==> src/include/sdf_pkg.sv <==
// constants and types for the sinc3 decimation controller
package sdf_pkg;
    // ----------------------------------------
    // widths and counts
    // ----------------------------------------
    localparam int ACC_WIDTH = 24;
    localparam int WORD_WIDTH = 16;
    localparam int COUNT_WIDTH = 8;
    localparam int FIFO_DEPTH = 8;
    localparam int WARMUP_WORDS = 3;
    localparam int SAMPLE_DIV = 4;
    localparam logic [ACC_WIDTH-1:0] ACC_RESET = 24'h000000;
    localparam logic [COUNT_WIDTH-1:0] COUNT_RESET = 8'h00;
    typedef enum logic [1:0] {st_idle, st_low, st_high} sdf_phase_type;
endpackage : sdf_pkg

==> src/include/sdf_stream_if.sv <==
// valid/ready word stream between decimator and fifo
`timescale 1ns/1ns
interface sdf_stream_if #(parameter int WIDTH = 16);
    logic valid;
    logic ready;
    logic [WIDTH-1:0] data;
    modport source (output valid, output data, input ready);
    modport sink (input valid, input data, output ready);
endinterface : sdf_stream_if

==> src/verilog/sdf_fifo.sv <==
// parameterised flip-flop fifo with valid/ready on both sides
`timescale 1ns/1ns
module sdf_fifo
    import sdf_pkg::*;
#(
    parameter int WIDTH = 16,
    parameter int DEPTH = 8
)
(
    input wire logic clk,
    input wire logic rst,
    sdf_stream_if.sink wr,
    output logic rd_valid,
    input wire logic rd_ready,
    output logic [WIDTH-1:0] rd_data
);
    localparam int AW = $clog2(DEPTH);
    initial
    begin
        if (DEPTH < 2 || (1 << AW) != DEPTH) $error("depth must be a power of two");
    end
    logic [WIDTH-1:0] mem [DEPTH];
    logic [AW-1:0] wp;
    logic [AW-1:0] rp;
    logic [AW:0] fill;
    logic do_wr;
    logic do_rd;
    assign wr.ready = (fill != (AW+1)'(DEPTH));
    assign rd_valid = (fill != '0);
    assign rd_data = mem[rp];
    assign do_wr = wr.valid && wr.ready;
    assign do_rd = rd_valid && rd_ready;
    always_ff @(posedge clk)
    begin
        if (do_wr)
            mem[wp] <= wr.data;
    end
    always_ff @(posedge clk)
    begin
        if (rst)
        begin
            wp <= '0;
            rp <= '0;
            fill <= '0;
        end
        else
        begin
            if (do_wr)
                wp <= wp + 1'b1;
            if (do_rd)
                rp <= rp + 1'b1;
            fill <= fill + (AW+1)'(do_wr) - (AW+1)'(do_rd);
        end
    end
endmodule : sdf_fifo

==> src/verilog/sdf_decimator.sv <==
// sinc3 decimation controller: drives sample clock, filters the bit stream
`timescale 1ns/1ns
module sdf_decimator
    import sdf_pkg::*;
#(
    parameter int DIV = SAMPLE_DIV,
    parameter int DEPTH = FIFO_DEPTH
)
(
    input wire logic clk,
    input wire logic rst,
    input wire logic bitstream_out,
    output logic sample_clock_in,
    output logic word_valid,
    input wire logic word_ready,
    output logic [WORD_WIDTH-1:0] word_data,
    output logic word_overflow
);
    initial
    begin
        if (DIV < 2 || DIV > 256 || DIV % 2 != 0) $error("divider must be even, 2 to 256");
    end
    // ----------------------------------------
    // sample clock generation
    // ----------------------------------------
    // the clock we drive out is derived from clk, so no second domain exists
    localparam int HALF = DIV / 2;
    logic [7:0] div_count;
    logic rise_en;
    logic fall_en;
    always_ff @(posedge clk)
    begin
        if (rst)
            div_count <= 8'h00;
        else if (div_count == 8'(DIV - 1))
            div_count <= 8'h00;
        else
            div_count <= div_count + 8'h01;
    end
    assign rise_en = (div_count == 8'h00) && !rst;
    assign fall_en = (div_count == 8'(HALF)) && !rst;
    always_ff @(posedge clk)
    begin
        if (rst)
            sample_clock_in <= 1'b0;
        else if (rise_en)
            sample_clock_in <= 1'b1;
        else if (fall_en)
            sample_clock_in <= 1'b0;
    end
    // ----------------------------------------
    // bit input synchroniser
    // ----------------------------------------
    logic bit_meta;
    logic filter_bit_input;
    always_ff @(posedge clk)
    begin
        bit_meta <= bitstream_out;
        filter_bit_input <= bit_meta;
    end
    // ----------------------------------------
    // integrators
    // ----------------------------------------
    // sampling near the falling edge leaves half a period of settling
    logic [ACC_WIDTH-1:0] converted_input_bit;
    logic [ACC_WIDTH-1:0] integrator_stage_one;
    logic [ACC_WIDTH-1:0] integrator_stage_two;
    logic [ACC_WIDTH-1:0] integrator_stage_three;
    assign converted_input_bit = {{(ACC_WIDTH-1){1'b0}}, filter_bit_input};
    always_ff @(posedge clk)
    begin
        if (rst)
        begin
            integrator_stage_one <= ACC_RESET;
            integrator_stage_two <= ACC_RESET;
            integrator_stage_three <= ACC_RESET;
        end
        else if (fall_en)
        begin
            integrator_stage_one <= integrator_stage_one + converted_input_bit;
            integrator_stage_two <= integrator_stage_two + integrator_stage_one;
            integrator_stage_three <= integrator_stage_three + integrator_stage_two;
        end
    end
    // ----------------------------------------
    // decimation counter
    // ----------------------------------------
    logic [COUNT_WIDTH-1:0] word_count;
    logic word_tick;
    always_ff @(posedge clk)
    begin
        if (rst)
            word_count <= COUNT_RESET;
        else if (fall_en)
            word_count <= word_count + 8'h01;
    end
    // word clock rising edge: msb goes 0 to 1, once per 256 samples
    assign word_tick = fall_en && (word_count == 8'h7f);
    // ----------------------------------------
    // differentiators
    // ----------------------------------------
    logic [ACC_WIDTH-1:0] integrator_delay;
    logic [ACC_WIDTH-1:0] differentiator_stage_one;
    logic [ACC_WIDTH-1:0] differentiator_stage_two;
    logic [ACC_WIDTH-1:0] differentiator_stage_three;
    logic [ACC_WIDTH-1:0] diff_one_delay;
    logic [ACC_WIDTH-1:0] diff_two_delay;
    always_ff @(posedge clk)
    begin
        if (rst)
        begin
            integrator_delay <= ACC_RESET;
            diff_one_delay <= ACC_RESET;
            diff_two_delay <= ACC_RESET;
            differentiator_stage_one <= ACC_RESET;
            differentiator_stage_two <= ACC_RESET;
            differentiator_stage_three <= ACC_RESET;
        end
        else if (word_tick)
        begin
            differentiator_stage_one <= integrator_stage_three - integrator_delay;
            differentiator_stage_two <= differentiator_stage_one - diff_one_delay;
            differentiator_stage_three <= differentiator_stage_two - diff_two_delay;
            integrator_delay <= integrator_stage_three;
            diff_one_delay <= differentiator_stage_one;
            diff_two_delay <= differentiator_stage_two;
        end
    end
    // ----------------------------------------
    // output word and warm-up
    // ----------------------------------------
    logic [WORD_WIDTH-1:0] out_word;
    logic [1:0] warm_count;
    logic word_push;
    always_ff @(posedge clk)
    begin
        if (rst)
            out_word <= 16'h0000;
        else if (word_tick)
            out_word <= differentiator_stage_three[ACC_WIDTH-1:ACC_WIDTH-WORD_WIDTH];
    end
    // out_word lags the combs one tick; wait WARMUP_WORDS ticks before trusting it
    always_ff @(posedge clk)
    begin
        if (rst)
            warm_count <= 2'h0;
        else if (word_tick && warm_count != 2'(WARMUP_WORDS))
            warm_count <= warm_count + 2'h1;
    end
    always_ff @(posedge clk)
    begin
        if (rst)
            word_push <= 1'b0;
        else
            word_push <= word_tick && (warm_count == 2'(WARMUP_WORDS));
    end
    // ----------------------------------------
    // fifo
    // ----------------------------------------
    // the filter cannot stall, so a full fifo drops the word and flags it
    sdf_stream_if #(.WIDTH(WORD_WIDTH)) push_if ();
    assign push_if.valid = word_push;
    assign push_if.data = out_word;
    always_ff @(posedge clk)
    begin
        if (rst)
            word_overflow <= 1'b0;
        else if (word_push && !push_if.ready)
            word_overflow <= 1'b1;
    end
    logic fifo_valid;
    logic [WORD_WIDTH-1:0] fifo_data;
    logic out_take;
    assign out_take = fifo_valid && (!word_valid || word_ready);
    sdf_fifo #(.WIDTH(WORD_WIDTH), .DEPTH(DEPTH)) u_fifo
    (
        .clk(clk),
        .rst(rst),
        .wr(push_if.sink),
        .rd_valid(fifo_valid),
        .rd_ready(out_take),
        .rd_data(fifo_data)
    );
    // output stage register so every top output comes from a flip-flop
    always_ff @(posedge clk)
    begin
        if (rst)
        begin
            word_valid <= 1'b0;
            word_data <= 16'h0000;
        end
        else if (out_take)
        begin
            word_valid <= 1'b1;
            word_data <= fifo_data;
        end
        else if (word_ready)
            word_valid <= 1'b0;
    end
endmodule : sdf_decimator

==> config.mk <==
export PLATFORM = sky130hd
export DESIGN_NAME = sdf_decimator
export DESIGN_NICKNAME = d
export VERILOG_FILES = /design/src/include/sdf_pkg.sv /design/src/include/sdf_stream_if.sv /design/src/verilog/sdf_fifo.sv /design/src/verilog/sdf_decimator.sv
export SDC_FILE = /design/constraint.sdc
export NUM_CORES = 1
export LEC_CHECK = 0
export ABC_AREA = 1
export BUFFER_PORTS_ARGS = -buffer_cell sky130_fd_sc_hd__buf_2
export CORE_ASPECT_RATIO = 1.4
export CORE_MARGIN = 4
export CORE_UTILIZATION = 50
export DETAILED_ROUTE_END_ITERATION = 16
export MAX_ROUTING_LAYER = met4
export PLACE_DENSITY = 0.75
export SLEW_MARGIN = 10
export SYNTH_ARGS = -nofsm -noshare
export SYNTH_HDL_FRONTEND = slang
export SYNTH_SLANG_ARGS = --single-unit
export TNS_END_PERCENT = 1
==> constraint.sdc <==
create_clock -name clk -period 2.15 [get_ports clk]
set_input_delay 0.43 -clock clk [delete_from_list [all_inputs] [get_ports clk]]
set_output_delay 0.43 -clock clk [all_outputs]
set_load 0.01 [all_outputs]
==> metrics.txt <==
DRC viols 0; Final ANT Viol Nets 0; Post-Layout Inst Area 25700 um2; DPL Wire Length 41.5 mm; maximum VDD drop 667 uV; Clock Pin Slew Worst Setup and Hold Paths 0.06 ns; Mapped Area 23000 um2; CTS Buf Count 40; Worst Hold Class input port to flip-flop; GRT overflow 0; critical path, cell by cell inv_1 > ha_1 > fa_2 > nand3b_1 > nand2_2 > nand2_1 > nand2_1 > xor2_1 > nand2_1 > a21oi_1; Clock Root Buffer clkbuf_16; WP data required 2.60 ns; synth warn 0; EDFF count, synth 128; vias post-DR 20500; largest net degree at the start of global routing 134; die area 49600 um2; initial antenna violation count 0; pwr/cell area 743 nW/um2; vias in the first global route 19500; Lkg Pwr 0.0116 uW; post-synthesis cell type count 46; Buf/Inv on CP 1; final cycle utilization of the critical path 97.8%; die height 262 um; number of fill cells 4311; first-pass GRT wire length 95.3 mm; Crit path max-delay family simple AND/OR/NAND/NOR gates; worst-margin pin slew 0.710 ns; max_cap viols 0; status complete, no violations; CP dominant cell by count nand2_1; final-report max-slew violation count 0; sequential area share after synthesis 40.5%; RSZ-0062 raised after global routing true; Most used DFF post-synth dfxtp_1; TritonCTS clock tree yes; P&R area growth vs syn 11.8%; Mapped Nets 3373; Worst Clk Skew 0.0518 ns; num rows 92; CP max FO 4; worst skew pair latency 0.59 ns; Core Area 45400 um2; most frequent cells in the layout nand2_1, inv_1, a21oi_1; Clock Tree Buf Depth 3; Max stage delay on crit path 0.36 ns; port buffer count 22; crit end category flip-flop; DR pass1 iterations 6; CTS sink cnt 402; Met2 Routed Length 30.6 mm; Period minus WS final 2.10 ns; vias per inst 5.23; setup slack, reg-to-reg 0.05 ns; final net count 3413; # diodes 0; Placed Area 24100 um2; Tot GR Track Use 23.8%; final hold vios 0; setup TNS 0 ns; Die X 189 um; layout cells sized above 1 6.62%; cells after synthesis 3235; FF+latch count, synth 402; H-tree lvl count 2; CP max stage cell fa_2; Top Layer Used met4; met3 WL 2.03 mm; Initial Utilization 50.8%; Async SR Flop Fraction 0%; Achievable Freq 475 MHz; Initial DRC Count 1308; syn_area_per_cell 7.12 um2; GPL Wtd Cong 0.969; DR WL/cell 14.8 um; I/O pin cnt 23; Rel. slew slack 52.7%; wl on met1 23.0 mm; Final setup viols 0; CP Launch Type flip-flop; commonest non-fill, non-tap cell in the layout nand2_1; Crit path arrival time 2.56 ns; drt total wl 57.9 mm; CP Class flip-flop to flip-flop
## cells by family after synthesis
group	synth area share, %
AO/OA/AOI/OAI	14.3
flip-flops	40.5
adder cells (fa/ha/maj)	7.44
XOR/XNOR	1.75
AND/OR/NAND/NOR	25.6
buffers and inverters	10.4
## per-layer routing
metal | track usage (%) | vias to the layer above
met1 | 25.5 | 9301
met5 | - | -
met4 | 9.03 | 0
li1 | - | 10600
met2 | 45.3 | 441
met3 | 2.25 | 149
## final timing paths
kind	depth (start not counted)	start	end
max	10	differentiator_stage_one[0]$_SDFFE_PP0P_	differentiator_stage_two[6]$_SDFFE_PP0P_
min	4	word_ready	word_valid$_SDFFE_PP0P_
max reg2reg	10	differentiator_stage_one[0]$_SDFFE_PP0P_	differentiator_stage_two[6]$_SDFFE_PP0P_
min reg2reg	0	bit_meta$_DFF_P_	filter_bit_input$_DFF_P_
## flip-flops by register name, indices dropped and copies added (netlist names), 8 cells and up
register	flops
word_data	16
integrator_stage_three	24
diff_two_delay	24
diff_one_delay	24
differentiator_stage_one	24
integrator_stage_one	24
word_count	8
differentiator_stage_two	24
integrator_delay	24
u_fifo.mem	128
div_count	8
differentiator_stage_three	16
integrator_stage_two	24
out_word	16
## cell usage after synthesis (all sizes together), types with 3 or more instances
| master | n | area share, % |
|---|---|---|
| a211oi | 5 | 0.16 |
| edfxtp | 128 | 17 |
| o211ai | 18 | 0.59 |
| inv | 508 | 8.3 |
| nor3b | 3 | 0.098 |
| nor4 | 5 | 0.14 |
| a21o | 7 | 0.23 |
| dfxtp | 274 | 24 |
| o221ai | 16 | 0.61 |
| xnor2 | 16 | 0.61 |
| nand3 | 193 | 4.3 |
| nand2 | 824 | 13 |
| or2 | 14 | 0.38 |
| and2 | 12 | 0.33 |
| xor2 | 30 | 1.1 |
| buf | 40 | 1.1 |
| o21bai | 7 | 0.23 |
| o22ai | 16 | 0.43 |
| clkinv | 3 | 0.049 |
| nand4 | 39 | 1.1 |
| nor3 | 30 | 0.67 |
| nor2 | 294 | 4.9 |
| nand3b | 9 | 0.29 |
| clkbuf | 60 | 0.98 |
| fa | 5 | 0.43 |
| a21oi | 325 | 7.1 |
| ha | 129 | 7.0 |
| o21ai | 216 | 4.7 |
| o21a | 6 | 0.20 |
## area by class of cell
type / count / area (um2) / area share (%)
clock inverter: 21 / 359 / 1.39
inverter: 511 / 1920 / 7.46
multi-input combinational: 2222 / 11400 / 44.2
timing repair buffer: 98 / 840 / 3.26
tap: 611 / 764 / 2.97
clock buffer: 53 / 1160 / 4.51
sequential: 402 / 9330 / 36.2
## where the power goes
| group | internal, uW | switching [uW] |
|---|---|---|
| logic | 1070 | 1960 |
| clock network | 4720 | 3170 |
| registers | 8040 | 176 |
| total | 13800 | 5300 |
## stage by stage
stage	instances	power [uW]	util, %	hold slack (ns)	setup slack, ns
2_1_floorplan	3235	10300	-	0.310	0.0848
3_5_place_dp	3841	11400	53.2	0.318	0.0422
3_3_place_gp	3841	11300	53.2	0.317	0.0914
4_1_cts	3916	19300	56.6	0.208	0.00385
6_report	3918	19100	56.8	0.235	0.0465
5_1_grt	3918	20000	56.8	0.255	-0.0625
## timing repair
| action | 4_1_cts | 5_1_grt |
|---|---|---|
| pin swaps | 1 | 2 |
| hold endpoints to repair | 1 | 0 |
| setup buffers | 0 | 2 |
| gates resized for setup | 1 | 23 |
| hold buffers | 1 | 0 |
| setup endpoints to repair | 1 | 59 |
## worst register-to-register path, stage by stage, from the launching register on
cell and delay, ns:
dfxtp_1 0.33, inv_1 0.06, ha_1 0.22, fa_2 0.36
nand3b_1 0.24, nand2_2 0.15, nand2_1 0.09, nand2_1 0.10
xor2_1 0.16, nand2_1 0.09, a21oi_1 0.18
(Power assumes the default switching activity.)
